===== config.mk =====
export PLATFORM = sky130hd
export DESIGN_NAME = ssr_receiver
export DESIGN_NICKNAME = d
export VERILOG_FILES = /design/src/ssr_pkg.sv /design/src/ssr_receiver.sv
export SDC_FILE = /design/constraint.sdc
export NUM_CORES = 1
export LEC_CHECK = 0
export BUFFER_PORTS_ARGS = -buffer_cell sky130_fd_sc_hd__buf_2
export CORE_AREA = 2 2 98 100
export DETAILED_ROUTE_END_ITERATION = 8
export DIE_AREA = 0 0 100 102
export PLACE_DENSITY = 0.84
export SYNTH_ARGS = -nofsm -noshare
export SYNTH_HDL_FRONTEND = slang
export SYNTH_SLANG_ARGS = --single-unit
export TNS_END_PERCENT = 100

===== constraint.sdc =====
create_clock -name CLOCK_I -period 6.1 [get_ports CLOCK_I]
set_input_delay 0.305 -clock CLOCK_I [delete_from_list [all_inputs] [get_ports CLOCK_I]]
set_output_delay 0.305 -clock CLOCK_I [all_outputs]
set_load 0.01 [all_outputs]

===== src/ssr_pkg.sv =====
// Constants for the synchronous serial receive block
package ssr_pkg;
    // ****************************************
    // APB register byte addresses
    // ****************************************
    localparam logic [7:0] ADDR_RCV_STAT = 8'h00;
    localparam logic [7:0] ADDR_RCV_DATA = 8'h04;
    localparam logic [7:0] ADDR_TX_STAT = 8'h08;
    localparam logic [7:0] ADDR_BAUD_CTL = 8'h0C;
    localparam logic [7:0] ADDR_DIV_HI = 8'h10;
    localparam logic [7:0] ADDR_DIV_LO = 8'h14;
    localparam logic [7:0] ADDR_INT_CTL = 8'h18;

    // ****************************************
    // Receive status/control fields
    // ****************************************
    localparam int RS_PORT_EN = 7;
    localparam int RS_NINE = 6;
    localparam int RS_SINGLE = 5;
    localparam int RS_CONT = 4;
    localparam int RS_ADDR_DET = 3;
    localparam int RS_FRAME_ERR = 2;
    localparam int RS_OVERRUN = 1;
    localparam int RS_NINTH = 0;

    // ****************************************
    // Transmit status/control fields
    // ****************************************
    localparam int TS_CLK_MASTER = 7;
    localparam int TS_NINE_TX = 6;
    localparam int TS_TX_EN = 5;
    localparam int TS_SYNC = 4;
    localparam int TS_BREAK = 3;
    localparam int TS_HIGH_BAUD = 2;
    localparam int TS_SHIFT_EMPTY = 1;
    localparam int TS_TX_NINTH = 0;

    // ****************************************
    // Baud control fields
    // ****************************************
    localparam int BC_AB_OVF = 7;
    localparam int BC_RX_IDLE = 6;
    localparam int BC_DATA_POL = 5;
    localparam int BC_CLK_POL = 4;
    localparam int BC_DIV16 = 3;
    localparam int BC_UNUSED = 2;
    localparam int BC_WAKE = 1;
    localparam int BC_AUTO_BAUD = 0;

    // ****************************************
    // Interrupt control fields
    // ****************************************
    localparam int IC_RX_IE = 0;
    localparam int IC_RX_FLAG = 1;

    // ****************************************
    // Sizes and reset values
    // ****************************************
    localparam int RX_FIFO_DEPTH = 2;
    localparam int CHAR_W = 9;
    localparam logic [3:0] LAST_BIT_8 = 4'h7;
    localparam logic [3:0] LAST_BIT_9 = 4'h8;
    localparam logic [7:0] DIV_RESET = 8'h00;
    localparam logic [7:0] BYTE_ZERO = 8'h00;
endpackage


===== src/ssr_receiver.sv =====
// Synchronous serial receive path with APB register file
`timescale 1ns/1ps

// Operation
// - Two-deep FIFO, oldest character read first
// - Third character into full FIFO sets overrun
// - Overrun keeps both stored characters readable
// - No characters accepted while overrun set
// - Overrun flag read-only, cleared by actions
// - Single-receive overrun cleared by data read
// - Continuous overrun cleared by clearing continuous
// - Nine-bit select shifts nine bits per character
// - Status shows ninth bit of oldest character
// - Receive flag on completion, request if enabled
// - Status exposes overrun and ninth bit; framing bit reads zero
// - Receive status/control bit layout
// - Transmit status/control bit layout
// - Baud control bit layout, bit 2 zero
// - Sync mode without master selects slave clock
// - Slave: no receive enables means transmitter
// - Port enable bit enables the port
// - Master single receive: one character, then auto-clear
// - Continuous clocks; clearing mid-character discards
// - Sample on trailing edge, completed characters queued
// - Receive flag held while FIFO not empty
module ssr_receiver
    import ssr_pkg::*;
#(
    parameter int FIFO_DEPTH = RX_FIFO_DEPTH
) (
    input wire logic CLOCK_I,
    input wire logic RESET_I,
    input wire logic PSEL_I,
    input wire logic PENABLE_I,
    input wire logic PWRITE_I,
    input wire logic [7:0] PADDR_I,
    input wire logic [31:0] PWDATA_I,
    output logic [31:0] PRDATA_O,
    output logic PREADY_O,
    output logic PSLVERR_O,
    input wire logic SDATA_I,
    input wire logic SCLK_I,
    output logic SCLK_O,
    output logic SCLK_OE_O,
    output logic IRQ_O
);
    localparam int PTR_W = (FIFO_DEPTH > 2) ? $clog2(FIFO_DEPTH) : 1;
    localparam logic [PTR_W:0] FULL_CNT = (PTR_W + 1)'(FIFO_DEPTH);

    // ****************************************
    // Elaboration check
    // ****************************************
    generate
        if (FIFO_DEPTH < 2 || (FIFO_DEPTH & (FIFO_DEPTH - 1)) != 0) begin : g_bad_depth
            $error("FIFO_DEPTH must be a power of two, at least 2");
        end
    endgenerate

    // ****************************************
    // Declarations
    // ****************************************
    logic port_en;
    logic nine_rx;
    logic single_receive_enable;
    logic continuous_receive_enable;
    logic addr_det;
    logic clock_source_master;
    logic nine_tx;
    logic tx_en;
    logic sync_mode;
    logic send_break;
    logic high_baud;
    logic transmit_ninth_bit;
    logic data_polarity_select;
    logic clock_polarity_select;
    logic sixteen_bit_divisor_select;
    logic wake_up_enable;
    logic auto_baud_enable;
    logic receive_interrupt_enable;
    logic [7:0] div_hi;
    logic [7:0] div_lo;
    logic sclk_s1;
    logic sclk_s2;
    logic sclk_s3;
    logic data_s1;
    logic data_s2;
    logic [15:0] baud_cnt;
    logic sclk_q;
    logic [3:0] bit_cnt;
    logic [CHAR_W-1:0] shreg;
    logic [CHAR_W-1:0] fifo_mem [FIFO_DEPTH];
    logic [PTR_W-1:0] wr_ptr;
    logic [PTR_W-1:0] rd_ptr;
    logic [PTR_W:0] count;
    logic overrun_error_flag;
    logic overrun_error_flag_cont;
    logic pready;

    // ****************************************
    // Decode
    // ****************************************
    wire acc_first = PSEL_I & PENABLE_I & ~pready;
    wire acc_done = PSEL_I & PENABLE_I & pready;
    wire wr_done = acc_done & PWRITE_I;
    wire rd_done = acc_done & ~PWRITE_I;
    wire hit_rs = PADDR_I == ADDR_RCV_STAT;
    wire hit_rd = PADDR_I == ADDR_RCV_DATA;
    wire hit_ts = PADDR_I == ADDR_TX_STAT;
    wire hit_bc = PADDR_I == ADDR_BAUD_CTL;
    wire hit_dh = PADDR_I == ADDR_DIV_HI;
    wire hit_dl = PADDR_I == ADDR_DIV_LO;
    wire hit_ic = PADDR_I == ADDR_INT_CTL;
    wire mapped = hit_rs | hit_rd | hit_ts | hit_bc | hit_dh | hit_dl | hit_ic;
    wire data_read = rd_done & hit_rd;
    wire fifo_full = count == FULL_CNT;
    wire fifo_empty = count == '0;
    wire [CHAR_W-1:0] head = fifo_mem[rd_ptr];
    wire rx_flag = ~fifo_empty;

    // ****************************************
    // Mode and clocking
    // ****************************************
    // Slave unless master source
    wire is_master = sync_mode & clock_source_master;
    wire rx_want = single_receive_enable | continuous_receive_enable;
    wire rx_on = port_en & sync_mode & rx_want & ~overrun_error_flag;
    wire master_run = rx_on & is_master;
    wire [15:0] half_limit = sixteen_bit_divisor_select ? {div_hi, div_lo} : {BYTE_ZERO, div_lo};
    wire baud_hit = baud_cnt == half_limit;
    wire master_fall = master_run & baud_hit & sclk_q;
    wire slave_fall = ~is_master & sclk_s3 & ~sclk_s2;
    wire sample = rx_on & (is_master ? master_fall : slave_fall);
    wire [3:0] last_idx = nine_rx ? LAST_BIT_9 : LAST_BIT_8;
    wire char_done = sample & (bit_cnt == last_idx);
    wire [CHAR_W-1:0] next_word = shreg | ({{(CHAR_W-1){1'b0}}, data_s2} << bit_cnt);
    wire push = char_done & ~fifo_full;
    wire overrun_evt = char_done & fifo_full;
    wire pop = data_read & ~fifo_empty;
    wire clr_single = ~overrun_error_flag_cont & data_read;
    wire clr_cont = overrun_error_flag_cont & ~continuous_receive_enable;

    // ****************************************
    // Pin synchronisers
    // ****************************************
    always_ff @(posedge CLOCK_I or posedge RESET_I) begin
        if (RESET_I) begin
            sclk_s1 <= 1'b0;
            sclk_s2 <= 1'b0;
            sclk_s3 <= 1'b0;
            data_s1 <= 1'b0;
            data_s2 <= 1'b0;
        end else begin
            sclk_s1 <= SCLK_I;
            sclk_s2 <= sclk_s1;
            sclk_s3 <= sclk_s2;
            data_s1 <= SDATA_I;
            data_s2 <= data_s1;
        end
    end

    // ****************************************
    // Master clock generator
    // ****************************************
    // Clock stops when enables drop
    always_ff @(posedge CLOCK_I or posedge RESET_I) begin
        if (RESET_I) begin
            baud_cnt <= '0;
            sclk_q <= 1'b0;
        end else if (!master_run) begin
            baud_cnt <= '0;
            sclk_q <= 1'b0;
        end else if (baud_hit) begin
            baud_cnt <= '0;
            sclk_q <= ~sclk_q;
        end else begin
            baud_cnt <= baud_cnt + 16'h0001;
        end
    end

    // ****************************************
    // Receive shift register
    // ****************************************
    // Partial character discarded
    always_ff @(posedge CLOCK_I or posedge RESET_I) begin
        if (RESET_I) begin
            bit_cnt <= '0;
            shreg <= '0;
        end else if (!rx_on || char_done) begin
            bit_cnt <= '0;
            shreg <= '0;
        end else if (sample) begin
            bit_cnt <= bit_cnt + 4'h1;
            shreg <= next_word;
        end
    end

    // ****************************************
    // Receive FIFO
    // ****************************************
    always_ff @(posedge CLOCK_I) begin
        if (push) begin
            fifo_mem[wr_ptr] <= next_word;
        end
    end

    always_ff @(posedge CLOCK_I or posedge RESET_I) begin
        if (RESET_I) begin
            wr_ptr <= '0;
            rd_ptr <= '0;
            count <= '0;
        end else if (!port_en) begin
            wr_ptr <= '0;
            rd_ptr <= '0;
            count <= '0;
        end else begin
            if (push) begin
                wr_ptr <= wr_ptr + 1'b1;
            end
            if (pop) begin
                rd_ptr <= rd_ptr + 1'b1;
            end
            count <= count + (PTR_W + 1)'(push) - (PTR_W + 1)'(pop);
        end
    end

    // ****************************************
    // Overrun flag
    // ****************************************
    // Only clearing actions and port disable drop it
    always_ff @(posedge CLOCK_I or posedge RESET_I) begin
        if (RESET_I) begin
            overrun_error_flag <= 1'b0;
            overrun_error_flag_cont <= 1'b0;
        end else if (!port_en) begin
            overrun_error_flag <= 1'b0;
            overrun_error_flag_cont <= 1'b0;
        end else if (overrun_evt) begin
            overrun_error_flag <= 1'b1;
            overrun_error_flag_cont <= continuous_receive_enable;
        end else if (clr_single || clr_cont) begin
            overrun_error_flag <= 1'b0;
        end
    end

    // ****************************************
    // Receive status/control register
    // ****************************************
    // Port enable and receive controls
    always_ff @(posedge CLOCK_I or posedge RESET_I) begin
        if (RESET_I) begin
            port_en <= 1'b0;
            nine_rx <= 1'b0;
            single_receive_enable <= 1'b0;
            continuous_receive_enable <= 1'b0;
            addr_det <= 1'b0;
        end else if (wr_done && hit_rs) begin
            port_en <= PWDATA_I[RS_PORT_EN];
            nine_rx <= PWDATA_I[RS_NINE];
            single_receive_enable <= PWDATA_I[RS_SINGLE];
            continuous_receive_enable <= PWDATA_I[RS_CONT];
            addr_det <= PWDATA_I[RS_ADDR_DET];
        end else if (char_done && is_master) begin
            single_receive_enable <= 1'b0;
        end
    end

    // ****************************************
    // Transmit status/control register
    // ****************************************
    always_ff @(posedge CLOCK_I or posedge RESET_I) begin
        if (RESET_I) begin
            clock_source_master <= 1'b0;
            nine_tx <= 1'b0;
            tx_en <= 1'b0;
            sync_mode <= 1'b0;
            send_break <= 1'b0;
            high_baud <= 1'b0;
            transmit_ninth_bit <= 1'b0;
        end else if (wr_done && hit_ts) begin
            clock_source_master <= PWDATA_I[TS_CLK_MASTER];
            nine_tx <= PWDATA_I[TS_NINE_TX];
            tx_en <= PWDATA_I[TS_TX_EN];
            sync_mode <= PWDATA_I[TS_SYNC];
            send_break <= PWDATA_I[TS_BREAK];
            high_baud <= PWDATA_I[TS_HIGH_BAUD];
            transmit_ninth_bit <= PWDATA_I[TS_TX_NINTH];
        end
    end

    // ****************************************
    // Baud control, divisor, interrupt enable
    // ****************************************
    always_ff @(posedge CLOCK_I or posedge RESET_I) begin
        if (RESET_I) begin
            data_polarity_select <= 1'b0;
            clock_polarity_select <= 1'b0;
            sixteen_bit_divisor_select <= 1'b0;
            wake_up_enable <= 1'b0;
            auto_baud_enable <= 1'b0;
        end else if (wr_done && hit_bc) begin
            data_polarity_select <= PWDATA_I[BC_DATA_POL];
            clock_polarity_select <= PWDATA_I[BC_CLK_POL];
            sixteen_bit_divisor_select <= PWDATA_I[BC_DIV16];
            wake_up_enable <= PWDATA_I[BC_WAKE];
            auto_baud_enable <= PWDATA_I[BC_AUTO_BAUD];
        end
    end

    always_ff @(posedge CLOCK_I or posedge RESET_I) begin
        if (RESET_I) begin
            div_hi <= DIV_RESET;
            div_lo <= DIV_RESET;
            receive_interrupt_enable <= 1'b0;
        end else if (wr_done) begin
            if (hit_dh) begin
                div_hi <= PWDATA_I[7:0];
            end
            if (hit_dl) begin
                div_lo <= PWDATA_I[7:0];
            end
            if (hit_ic) begin
                receive_interrupt_enable <= PWDATA_I[IC_RX_IE];
            end
        end
    end

    // ****************************************
    // Read views
    // ****************************************
    // Receive status layout, bit 7 first
    // Framing error reads zero beside overrun
    wire ninth_out = head[CHAR_W-1] & ~fifo_empty;
    wire [7:0] rs_byte = {port_en, nine_rx, single_receive_enable, continuous_receive_enable, addr_det, 1'b0, overrun_error_flag, ninth_out};
    // Transmit status layout, bit 7 first
    wire [7:0] ts_byte = {clock_source_master, nine_tx, tx_en, sync_mode, send_break, high_baud, 1'b1, transmit_ninth_bit};
    // Baud control layout, bit 7 first
    wire rx_idle = bit_cnt == 4'h0;
    wire [7:0] bc_byte = {1'b0, rx_idle, data_polarity_select, clock_polarity_select, sixteen_bit_divisor_select, 1'b0, wake_up_enable, auto_baud_enable};
    wire [7:0] ic_byte = {6'h00, rx_flag, receive_interrupt_enable};

    wire [7:0] rd_mux = hit_rs ? rs_byte :
                        hit_rd ? (fifo_empty ? BYTE_ZERO : head[7:0]) :
                        hit_ts ? ts_byte :
                        hit_bc ? bc_byte :
                        hit_dh ? div_hi :
                        hit_dl ? div_lo :
                        hit_ic ? ic_byte : BYTE_ZERO;

    // ****************************************
    // APB answer and pin outputs
    // ****************************************
    // One wait state: data latched on first access cycle
    always_ff @(posedge CLOCK_I or posedge RESET_I) begin
        if (RESET_I) begin
            pready <= 1'b0;
            PRDATA_O <= '0;
            PSLVERR_O <= 1'b0;
        end else begin
            pready <= acc_first;
            PSLVERR_O <= acc_first & ~mapped;
            if (acc_first) begin
                PRDATA_O <= {24'h000000, rd_mux};
            end
        end
    end

    always_ff @(posedge CLOCK_I or posedge RESET_I) begin
        if (RESET_I) begin
            SCLK_O <= 1'b0;
            SCLK_OE_O <= 1'b0;
            IRQ_O <= 1'b0;
        end else begin
            // Clock output and its driver enable fall together
            SCLK_O <= sclk_q & port_en & is_master;
            SCLK_OE_O <= port_en & is_master;
            IRQ_O <= rx_flag & receive_interrupt_enable;
        end
    end

    assign PREADY_O = pready;
endmodule


# Word level (Yosys, flattened, before mapping)
# Memories as Yosys holds them, arrays and structs flattened.
# Cells that the tools add are included.
# word_totals
out_inout_bits	37
memories	1
in_bits	47
ramBits	18
regBits	88
# mem_list
memory	depth	width	rd	rd_ports_with_merged_regs	write_ports	line	source
fifo_mem	2	9	1	0	1	ssr_receiver.sv:91	logic [CHAR_W-1:0] fifo_mem [FIFO_DEPTH];
# op_classes
n_mux	33
addsub	6
eq_ne	14
reduce_logical	15
n_bitwise	47
n_shift	1
# ops
op	n
8-bit two-way mux	7
16-bit two-way mux	3
1-bit bitwise AND	28
8-bit by 5-bit == test with 1-bit output, second input constant	3
9-bit two-way mux	2
16-bit by 1-bit adder with 16-bit output, second input constant	1
16-bit == test	1
8-bit by 4-bit == test with 1-bit output, second input constant	2
1-bit two-way mux	16
4-bit two-way mux	3
1-bit NOT	11
9-bit OR	1
1-bit by 4-bit left shift with 9-bit output	1
8-bit by 3-bit == test with 1-bit output, second input constant	1
8-bit zero test	1
2-bit by 1-bit != test with 1-bit output, second input constant	4
1-bit OR	7
2-bit AND reduction	3
4-bit by 1-bit adder with 4-bit output, second input constant	1
4-bit == test	1
1-bit logical AND	4
4-bit zero test	1
2-bit two-way mux	2
2-bit nonzero test	2
other kinds (8)	10

# Depth between registers and ports, before layout
# Gate-level depths: netlist of run 1.
# depth
depth_word	13
ltp_mapped	14

# Worst setup path before layout of run 1
# Ideal clock, no wire load.
# synth_path
path_kind	reg-to-reg
start	register bit_cnt[3]
end	memory fifo_mem[0][0], enable pin
path_slack_ns	3.102
arrival_time_ns	2.596
t_required_ns	5.697
path_stages_with_launch	7
path_cell_list	dfrtp_1 nand2b_1 clkbuf_1 or3_1 o21ai_0 o21a_1 nor4b_1
# synth_between
elab_chain_len	5
# synth_lines
element	line	source
from (decl)	ssr_receiver.sv:89	logic [3:0] bit_cnt;
from (signal assigned)	ssr_receiver.sv:192	bit_cnt <= bit_cnt + 4'h1;
4-bit == test	ssr_receiver.sv:134	wire char_done = sample & (bit_cnt == last_idx);
1-bit bitwise AND	ssr_receiver.sv:134	
1-bit bitwise AND	ssr_receiver.sv:136	wire push = char_done & ~fifo_full;
1-bit two-way mux	ssr_receiver.sv:201	if (push) begin
1-bit two-way mux (implied by the code)	ssr_receiver.sv:202	fifo_mem[wr_ptr] <= next_word;
to (decl)	ssr_receiver.sv:91	
# No other way between the ends.

# Worst setup path after layout of run 1
# layout_path
start	register sixteen_bit_divisor_select
end	register count[1]
# layout_between
elab_chain_len	11
# layout_lines
element	line	source
from (decl)	ssr_receiver.sv:76	logic sixteen_bit_divisor_select;
from (signal assigned)	ssr_receiver.sv:303	sixteen_bit_divisor_select <= PWDATA_I[BC_DIV16];
16-bit two-way mux	ssr_receiver.sv:128	wire [15:0] half_limit = sixteen_bit_divisor_select ? {div_hi, div_lo} : {BYTE_ZERO, div_lo};
16-bit == test	ssr_receiver.sv:129	wire baud_hit = baud_cnt == half_limit;
1-bit bitwise AND (2 in series)	ssr_receiver.sv:130	wire master_fall = master_run & baud_hit & sclk_q;
1-bit two-way mux	ssr_receiver.sv:132	wire sample = rx_on & (is_master ? master_fall : slave_fall);
1-bit bitwise AND	ssr_receiver.sv:132	
1-bit bitwise AND	ssr_receiver.sv:134	
1-bit bitwise AND	ssr_receiver.sv:136	
2-bit by 1-bit adder with 2-bit output	ssr_receiver.sv:222	count <= count + (PTR_W + 1)'(push) - (PTR_W + 1)'(pop);
2-bit by 1-bit subtractor with 2-bit output	ssr_receiver.sv:222	
2-bit two-way mux	ssr_receiver.sv:211	end else if (!port_en) begin
to (signal assigned)	ssr_receiver.sv:222	
to (decl)	ssr_receiver.sv:94	logic [PTR_W:0] count;
# No other way between the ends.
# A chain may end at the register's enable or synchronous reset.

==> results of run 1 <==
[layer usage]
metal  GRT usage [%]  up-vias
li1                -     1822
met5               0        -
met4            11.4        0
met2            36.1      148
met3            4.65       26
met1            32.9     1930
[layout make-up]
type | count | area (um^2) | share of cell area, %
clock buffer | 9 | 124 | 2.13
clock inverter | 7 | 67.6 | 1.16
inverter | 20 | 76.3 | 1.31
multi-input combinational | 357 | 2480 | 42.5
sequential | 106 | 2740 | 47.1
tap | 111 | 139 | 2.39
timing repair buffer | 38 | 198 | 3.39
[critical path, cell delays in order (launching register included)]
cell,delay (ns)
sky130_fd_sc_hd__dfrtp_1,0.59
sky130_fd_sc_hd__nand4b_1,0.15
sky130_fd_sc_hd__o22a_1,0.23
sky130_fd_sc_hd__a211oi_1,0.22
sky130_fd_sc_hd__and4_1,0.63
sky130_fd_sc_hd__o21a_1,0.49
sky130_fd_sc_hd__nand3_1,0.14
sky130_fd_sc_hd__ha_1,0.30
sky130_fd_sc_hd__inv_1,0.04
sky130_fd_sc_hd__ha_1,0.18
sky130_fd_sc_hd__xnor2_1,0.13
sky130_fd_sc_hd__and2_1,0.16
[cells by family after synthesis]
logic type | count (synthesis) | share of synthesized area, %
adder cells (fa/ha/maj) | 5 | 1.14
XOR/XNOR | 30 | 4.78
flip-flops | 106 | 49.9
other | 1 | 0.0682
buffers and inverters | 66 | 6.71
AND/OR/NAND/NOR | 146 | 14.9
multiplexers | 50 | 10.2
AO/OA/AOI/OAI | 102 | 12.3
[Yosys cell counts (3+ instances only)]
cell type	number	share of area, %
sky130_fd_sc_hd__a211oi_1	11	1.5
sky130_fd_sc_hd__a21oi_1	9	0.82
sky130_fd_sc_hd__a22oi_1	3	0.41
sky130_fd_sc_hd__a32oi_1	6	0.96
sky130_fd_sc_hd__and2_1	8	0.91
sky130_fd_sc_hd__and3_1	9	1.0
sky130_fd_sc_hd__and4_1	3	0.48
sky130_fd_sc_hd__buf_2	4	0.36
sky130_fd_sc_hd__buf_4	24	3.3
sky130_fd_sc_hd__clkbuf_1	14	0.96
sky130_fd_sc_hd__dfrtp_1	88	40
sky130_fd_sc_hd__edfxtp_1	18	9.8
sky130_fd_sc_hd__ha_1	5	1.1
sky130_fd_sc_hd__inv_1	20	1.4
sky130_fd_sc_hd__mux2_2	33	6.8
sky130_fd_sc_hd__mux2_4	4	1.1
sky130_fd_sc_hd__mux2i_1	13	2.4
sky130_fd_sc_hd__nand2_1	31	2.1
sky130_fd_sc_hd__nand2b_1	4	0.45
sky130_fd_sc_hd__nand3_1	18	1.6
sky130_fd_sc_hd__nand3b_1	3	0.41
sky130_fd_sc_hd__nand4_1	6	0.68
sky130_fd_sc_hd__nor2_1	32	2.2
sky130_fd_sc_hd__nor2b_1	8	0.91
sky130_fd_sc_hd__nor3_1	3	0.27
sky130_fd_sc_hd__o2111ai_1	4	0.64
sky130_fd_sc_hd__o211ai_1	5	0.68
sky130_fd_sc_hd__o21a_1	5	0.68
sky130_fd_sc_hd__o21ai_0	37	3.4
sky130_fd_sc_hd__o22ai_1	4	0.45
sky130_fd_sc_hd__or3_1	3	0.34
sky130_fd_sc_hd__xnor2_1	12	1.9
sky130_fd_sc_hd__xor2_1	18	2.9
[worst paths after layout]
check,from,end,slack (ns),cells after the start
max in group asynchronous,RESET_I,nine_rx,5.16,3
worst min-delay path,SDATA_I,data_s1,0.02,1
worst max register to register,sixteen_bit_divisor_select,count[1],2.71,11
worst max-delay path,sixteen_bit_divisor_select,count[1],2.71,11
min in group asynchronous,RESET_I,baud_cnt[12],0.25,3
worst min register to register,data_s1,data_s2,0.36,0
[metrics by stage]
step	utilization, %	total power, mW	hold slack, ns
floorplan	-	0.788	0.331
global placement	61.8	0.796	0.333
detailed placement	61.8	0.798	0.335
CTS	63.9	1.22	0.0159
global route	63.9	1.25	0.0105
finish	63.9	1.21	0.0217
[layout by cell type, fill, tap and decap left out, types with 4 or more instances in the layout]
cell type,n
sky130_fd_sc_hd__a21oi_1,9
sky130_fd_sc_hd__conb_1,24
sky130_fd_sc_hd__inv_8,4
sky130_fd_sc_hd__and3_1,9
sky130_fd_sc_hd__mux2_2,33
sky130_fd_sc_hd__o21a_1,5
sky130_fd_sc_hd__nand3_1,18
sky130_fd_sc_hd__inv_1,19
sky130_fd_sc_hd__nand4_1,6
sky130_fd_sc_hd__nand2_1,31
sky130_fd_sc_hd__xor2_1,18
sky130_fd_sc_hd__nor2b_1,8
sky130_fd_sc_hd__ha_1,5
sky130_fd_sc_hd__mux2i_1,13
sky130_fd_sc_hd__o211ai_1,5
sky130_fd_sc_hd__and2_1,8
sky130_fd_sc_hd__buf_2,35
sky130_fd_sc_hd__edfxtp_1,18
sky130_fd_sc_hd__o2111ai_1,4
sky130_fd_sc_hd__clkbuf_8,9
sky130_fd_sc_hd__mux2_4,4
sky130_fd_sc_hd__o22ai_1,4
sky130_fd_sc_hd__a32oi_1,6
sky130_fd_sc_hd__o21ai_0,37
sky130_fd_sc_hd__dfrtp_1,88
sky130_fd_sc_hd__a211oi_1,11
sky130_fd_sc_hd__nand2b_1,4
sky130_fd_sc_hd__nor2_1,32
sky130_fd_sc_hd__xnor2_1,12
[power by group through the flow]
stage	clock network, mW	logic (mW)	registers (mW)
5_1_grt	0.458	0.0674	0.725
2_1_floorplan	0	0.0486	0.739
3_3_place_gp	0	0.0580	0.738
3_5_place_dp	0	0.0597	0.739
6_report	0.426	0.0597	0.724
4_1_cts	0.434	0.0599	0.724
[sequential cells by signal (all words and copies together), names as in the netlist, 2 cells and up]
signal	flops
bit_cnt	4
count	2
PRDATA_O	8
fifo_mem	18
div_hi	8
div_lo	8
shreg	9
baud_cnt	16
==> results.json, run 1 <==
{
  "timing.setup.tns_ns": 0,
  "vias_in_the_first_global_route": 3742,
  "setup_violations": 0,
  "layout-area-overhead-vs-synth_pct": 5.84,
  "dominantRegCellSynth": "sky130_fd_sc_hd__dfrtp_1",
  "ant_nets": 0,
  "outcome": "finished, final reports clean",
  "stdcell_area_um2": 5820,
  "cap_violations": 0,
  "highest_layer": "met4",
  "totalWireLength_um": 11300,
  "drt_drc_violations_left": 0,
  "power.ir.vdd_worst_v": 0.000110,
  "sequential_cell_fraction_of_total_power_pct": 59.9,
  "ctsHoldBuffers": 0,
  "global_route_wire_length_before_repair_um": 18600,
  "synth_cell_type_count": 69,
  "max_slew_violations": 0,
  "buffer_cell_driving_the_clock_tree_root": "sky130_fd_sc_hd__clkbuf_8",
  "power.share.switching_pct": 25.7,
  "total_leakage_power_nw": 2.59,
  "worst_ep_arrival_time_ns": 3.67,
  "insertedDiodeCount": 0,
  "place.detailed.hpwl_um": 8210,
  "fin_crit_sh_pct": 55.5,
  "dpl.cell_count": 632,
  "cts_tree": "done",
  "via_per_inst": 6.06,
  "chipHeight_um": 102,
  "layout_min_cycle_time_ns": 3.39,
  "synth-seq-area-share_pct": 49.9,
  "final_net_count": 584,
  "detailed_place.area_um2": 5630,
  "clock_edge_transition_at_the_registers_on_the_reported_setup_and_hold_paths_ns": 0.12,
  "grt_max_degree": 89,
  "avgSynthCellArea_um2": 10.9,
  "cts_inserted_buffers": 9,
  "critPathRequiredTime_ns": 6.38,
  "clock_sinks": 106,
  "die-area_um2": 10200,
  "power_frac_comb_pct": 4.9,
  "synth-warning-count": 0,
  "core_area_um2": 9110,
  "clkLatencyLatePin_ns": 0.39,
  "worstSetupStartpointType": "flip-flop",
  "post_cts_buffers": 0,
  "number_of_flops_mapped_to_enable_cells_by_yosys": 18,
  "detailroute.via_count": 3926,
  "power_report.internal_total_uw": 899,
  "drt-wirelength-per-cell_um": 17.5,
  "place.port_buffers": 35,
  "wl_met3_um": 677,
  "worstSetupEndpointType": "flip-flop",
  "initial_core_util_pct": 60.4,
  "worstSetupPathType": "reg2reg",
  "drive_gt1_share_pct": 19.9,
  "io_pins": 84,
  "synth-seq-cells": 106,
  "gr-usage-all-layers_pct": 23.7,
  "mappedNetlistArea_um2": 5500,
  "maxSlewHeadroom_pct": 27.4,
  "setup_ws_ns": 2.71,
  "htree_num_levels": 3,
  "met2WireLength_um": 5170,
  "achievable-frequency_ghz": 0.295,
  "fillers": 717,
  "global_route.overflow_total": 0,
  "die_w_um": 100,
  "drt_first_pass_iters": 5,
  "switchingPower_uw": 311,
  "rows": 35,
  "cts-resized-gates": 0,
  "worstMarginPinSlew_ns": 1.09,
  "clock_power_share_pct": 35.2,
  "report.final.hold_viol_count": 0,
  "place.gp.congestion": 0.846,
  "power.density_nw_per_um2": 208,
  "initial_antenna_violation_count": 0,
  "final.setup_skew_ns": 0.0152,
  "wirelength_met1_um": 5080,
  "hold_path_class": "in2reg",
  "rsz0062_at_grt": "false",
  "crit_fanout": 19,
  "synth_cells": 506,
  "stdcell_count": 648,
  "pre_cts_ws_ns": 2.82,
  "detailedRoute.firstIterationViolations": 323,
  "async_reset_ff_share_pct": 83.0,
  "cts-root-to-sink-buffers": 2
}
Note: power is estimated with default switching activity, not from simulation.
==> inputs of run 2 (changes only) <==
- ABC_AREA: default -> 1
- CORE_AREA: 2 2 98 100 -> 2 2 101 103
- DIE_AREA: 0 0 100 102 -> 0 0 103 105
- PLACE_DENSITY: 0.84 -> 0.79
- clock period: 6.1 -> 3.2 ns (I/O delays scaled with it)
==> results.json, run 2 <==
{
  "fillers": 859,
  "cell_with_the_most_instances_after_synthesis": "sky130_fd_sc_hd__nand2_1",
  "critPathRequiredTime_ns": 3.50,
  "clkLatencyLatePin_ns": 0.37,
  "synth_cells": 676,
  "worstSetupEndpointType": "flip-flop",
  "fin_crit_sh_pct": 85.2,
  "final_net_count": 769,
  "crit_buf_inv": 1,
  "global_route.overflow_total": 0,
  "critical-path-slowest-cell": "sky130_fd_sc_hd__dfrtp_1",
  "ant_nets": 0,
  "worst_ep_arrival_time_ns": 3.03,
  "cts-root-to-sink-buffers": 2,
  "vias_in_the_first_global_route": 4217,
  "outcome": "finished, final reports clean",
  "drt_first_pass_iters": 4,
  "chipHeight_um": 105,
  "timing.setup.tns_ns": 0,
  "post_synth_main_area_contributors": "sky130_fd_sc_hd__dfrtp_1 41%, sky130_fd_sc_hd__nand2_1 12%, sky130_fd_sc_hd__edfxtp_1 10%",
  "maxSlewHeadroom_pct": 49.3,
  "total_leakage_power_nw": 2.78,
  "final.hold.worst_slack_ns": 0.0550,
  "detailedRoute.firstIterationViolations": 285,
  "hold_path_class": "in2reg",
  "crit_top_cell": "sky130_fd_sc_hd__nand2_1",
  "cp_cell_sequence": "nand2_1, nand2_1, nand2_1, nor2_1, nand2_1, nor2_2, nand4_1, nand2_2, nand4_1, ha_1, inv_1, ha_1, xor2_1, nor2_1",
  "synthTopCellsByCount": "177 x sky130_fd_sc_hd__nand2_1, 95 x sky130_fd_sc_hd__inv_1, 88 x sky130_fd_sc_hd__dfrtp_1, 73 x sky130_fd_sc_hd__nor2_1, 49 x sky130_fd_sc_hd__o21ai_0",
  "setup_violations": 0,
  "gr-usage-all-layers_pct": 22.9,
  "core_area_um2": 9640,
  "buffer_cell_driving_the_clock_tree_root": "sky130_fd_sc_hd__clkbuf_8",
  "dominantRegCellSynth": "sky130_fd_sc_hd__dfrtp_1",
  "initial_antenna_violation_count": 0,
  "report.final.hold_viol_count": 0,
  "totalWireLength_um": 11700,
  "synth-warning-count": 0,
  "rows": 36,
  "mappedNetlistArea_um2": 5430,
  "final_util_pct": 60.7,
  "detailroute.via_count": 4407,
  "htree_num_levels": 3,
  "place.gp.congestion": 0.936,
  "yosysTopAreaCellShare_pct": 40.5,
  "die-area_um2": 10800,
  "cp_top_delay_family": "simple AND/OR/NAND/NOR gates",
  "insertedDiodeCount": 0,
  "multiInputGateArea_um2": 2140,
  "worstSetupPathType": "reg2reg",
  "number_of_flops_mapped_to_enable_cells_by_yosys": 18,
  "place.detailed.hpwl_um": 8790,
  "layout-area-overhead-vs-synth_pct": 7.76,
  "clock_sinks": 106,
  "via_per_inst": 5.15,
  "largest_register_ff_count": 18,
  "reg_top3": "fifo_mem: 18 flops, baud_cnt: 16 flops, shreg: 9 flops",
  "synth_cell_type_count": 37,
  "synth-seq-cells": 106,
  "async_reset_ff_share_pct": 83.0,
  "post_cts_buffers": 0,
  "largest-register": "fifo_mem",
  "grt_max_degree": 45,
  "die_w_um": 103,
  "final.setup_skew_ns": 0.0121,
  "io_pins": 84,
  "global_route_wire_length_before_repair_um": 19400,
  "cts_tree": "done",
  "place.port_buffers": 35,
  "drt_drc_violations_left": 0,
  "critical_path.max_stage_delay_ns": 0.72,
  "initial_core_util_pct": 56.3,
  "power.density_nw_per_um2": 384,
  "ff2ff_setup_slack_ns": 0.47,
  "achievable-frequency_ghz": 0.367,
  "drt-wirelength-per-cell_um": 13.6,
  "synth_top_cell_by_area": "sky130_fd_sc_hd__dfrtp_1",
  "rsz0062_at_grt": "false",
  "power.ir.vdd_worst_v": 0.000274,
  "top_library_cells_by_usage_in_the_layout_fill_and_taps_aside": "177 x sky130_fd_sc_hd__nand2_1, 94 x sky130_fd_sc_hd__inv_1, 88 x sky130_fd_sc_hd__dfrtp_1",
  "mostFrequentLayoutCell": "sky130_fd_sc_hd__nand2_1",
  "avgSynthCellArea_um2": 8.03,
  "layout_min_cycle_time_ns": 2.73,
  "worstSetupStartpointType": "flip-flop",
  "clock_edge_transition_at_the_registers_on_the_reported_setup_and_hold_paths_ns": 0.10,
  "cts_inserted_buffers": 9,
  "cap_violations": 0,
  "synth-seq-area-share_pct": 50.5,
  "drive_gt1_share_pct": 11.6,
  "max_slew_violations": 0,
  "crit_fanout": 18,
  "worstMarginPinSlew_ns": 0.760,
  "ff_latch_area_um2": 2740
}
[run 2: cell count changes after synthesis, moves of 10 or more]
cell                       previous run  this run
sky130_fd_sc_hd__inv_1               20        95
sky130_fd_sc_hd__nand2_1             31       177
sky130_fd_sc_hd__nor2_1              32        73
sky130_fd_sc_hd__o21ai_0             37        49
sky130_fd_sc_hd__xnor2_1             12         2
sky130_fd_sc_hd__nor3_1               3        14
sky130_fd_sc_hd__nand3_1             18        29
sky130_fd_sc_hd__a211oi_1            11         0
sky130_fd_sc_hd__mux2_2              33         0
sky130_fd_sc_hd__mux2i_1             13         0
sky130_fd_sc_hd__a21oi_1              9        23
sky130_fd_sc_hd__xor2_1              18         4
[run 2: logic make-up (layout without fill, tap and decap cells)]
| family | after synthesis | after routing | share of synthesized area [%] |
|---|---|---|---|
| adder cells (fa/ha/maj) | 5 | 5 | 1.15 |
| XOR/XNOR | 6 | 6 | 0.968 |
| AO/OA/AOI/OAI | 94 | 94 | 9.88 |
| flip-flops | 106 | 106 | 50.5 |
| buffers and inverters | 136 | 159 | 11.6 |
| other | 1 | 24 | 0.0690 |
| AND/OR/NAND/NOR | 328 | 328 | 25.8 |
[run 2: power breakdown]
group	switching (mW)	leakage, nW	internal (mW)
combinational	0.0726	1.35	0.0268
clock	0.476	0.0836	0.289
sequential	0.00595	1.34	1.38
total	0.554	2.78	1.69
[run 2: area by class of cell]
type                       count  share of cell area, %
timing repair buffer          44                   4.28
tap                          133                   2.84
clock inverter                 7                  0.898
multi-input combinational    457                   36.6
sequential                   106                   46.9
clock buffer                   9                   2.12
inverter                      99                   6.37
[run 2: worst min-delay path, cell delays in order]
cell and delay [ns]:
sky130_fd_sc_hd__buf_2 0.11, sky130_fd_sc_hd__nand2_1 0.06, sky130_fd_sc_hd__nand2_1 0.06
[run 2: layer usage]
metal,global-route usage [%],vias to the layer above,wire (um)
li1,-,2179,-
met5,0,-,0
met1,28.7,2081,4930
met2,39.9,129,5970
met3,3.88,18,536
met4,7.33,0,225
[run 2: path summary, 6_finish.rpt]
check | from | end | depth (start not counted)
worst max register to register | sixteen_bit_divisor_select | count[1] | 14
min in group asynchronous | RESET_I | shreg[3] | 3
worst max-delay path | sixteen_bit_divisor_select | count[1] | 14
max in group asynchronous | RESET_I | clock_source_master | 4
worst min-delay path | PWDATA_I[5] | single_receive_enable | 3
worst min register to register | sclk_s1 | sclk_s2 | 0
[run 2: what timing repair did]
item                                   CTS  global route
endpoints found under the hold margin   44             0
setup endpoints to repair                0             0
gates resized for setup                  0             0
hold buffers                             3             0
[run 2: through the flow]
stage / instances / setup slack (ns) / power, mW / cell area, um^2
final: 855 / 0.474 / 2.25 / 5850
after global routing: 855 / 0.116 / 2.33 / 5850
after CTS: 855 / 0.503 / 2.27 / 5850
after detailed placement: 836 / 0.545 / 1.51 / 5650
after global placement: 836 / 0.676 / 1.50 / 5650
after floorplan: 699 / 0.761 / 1.49 / 5520
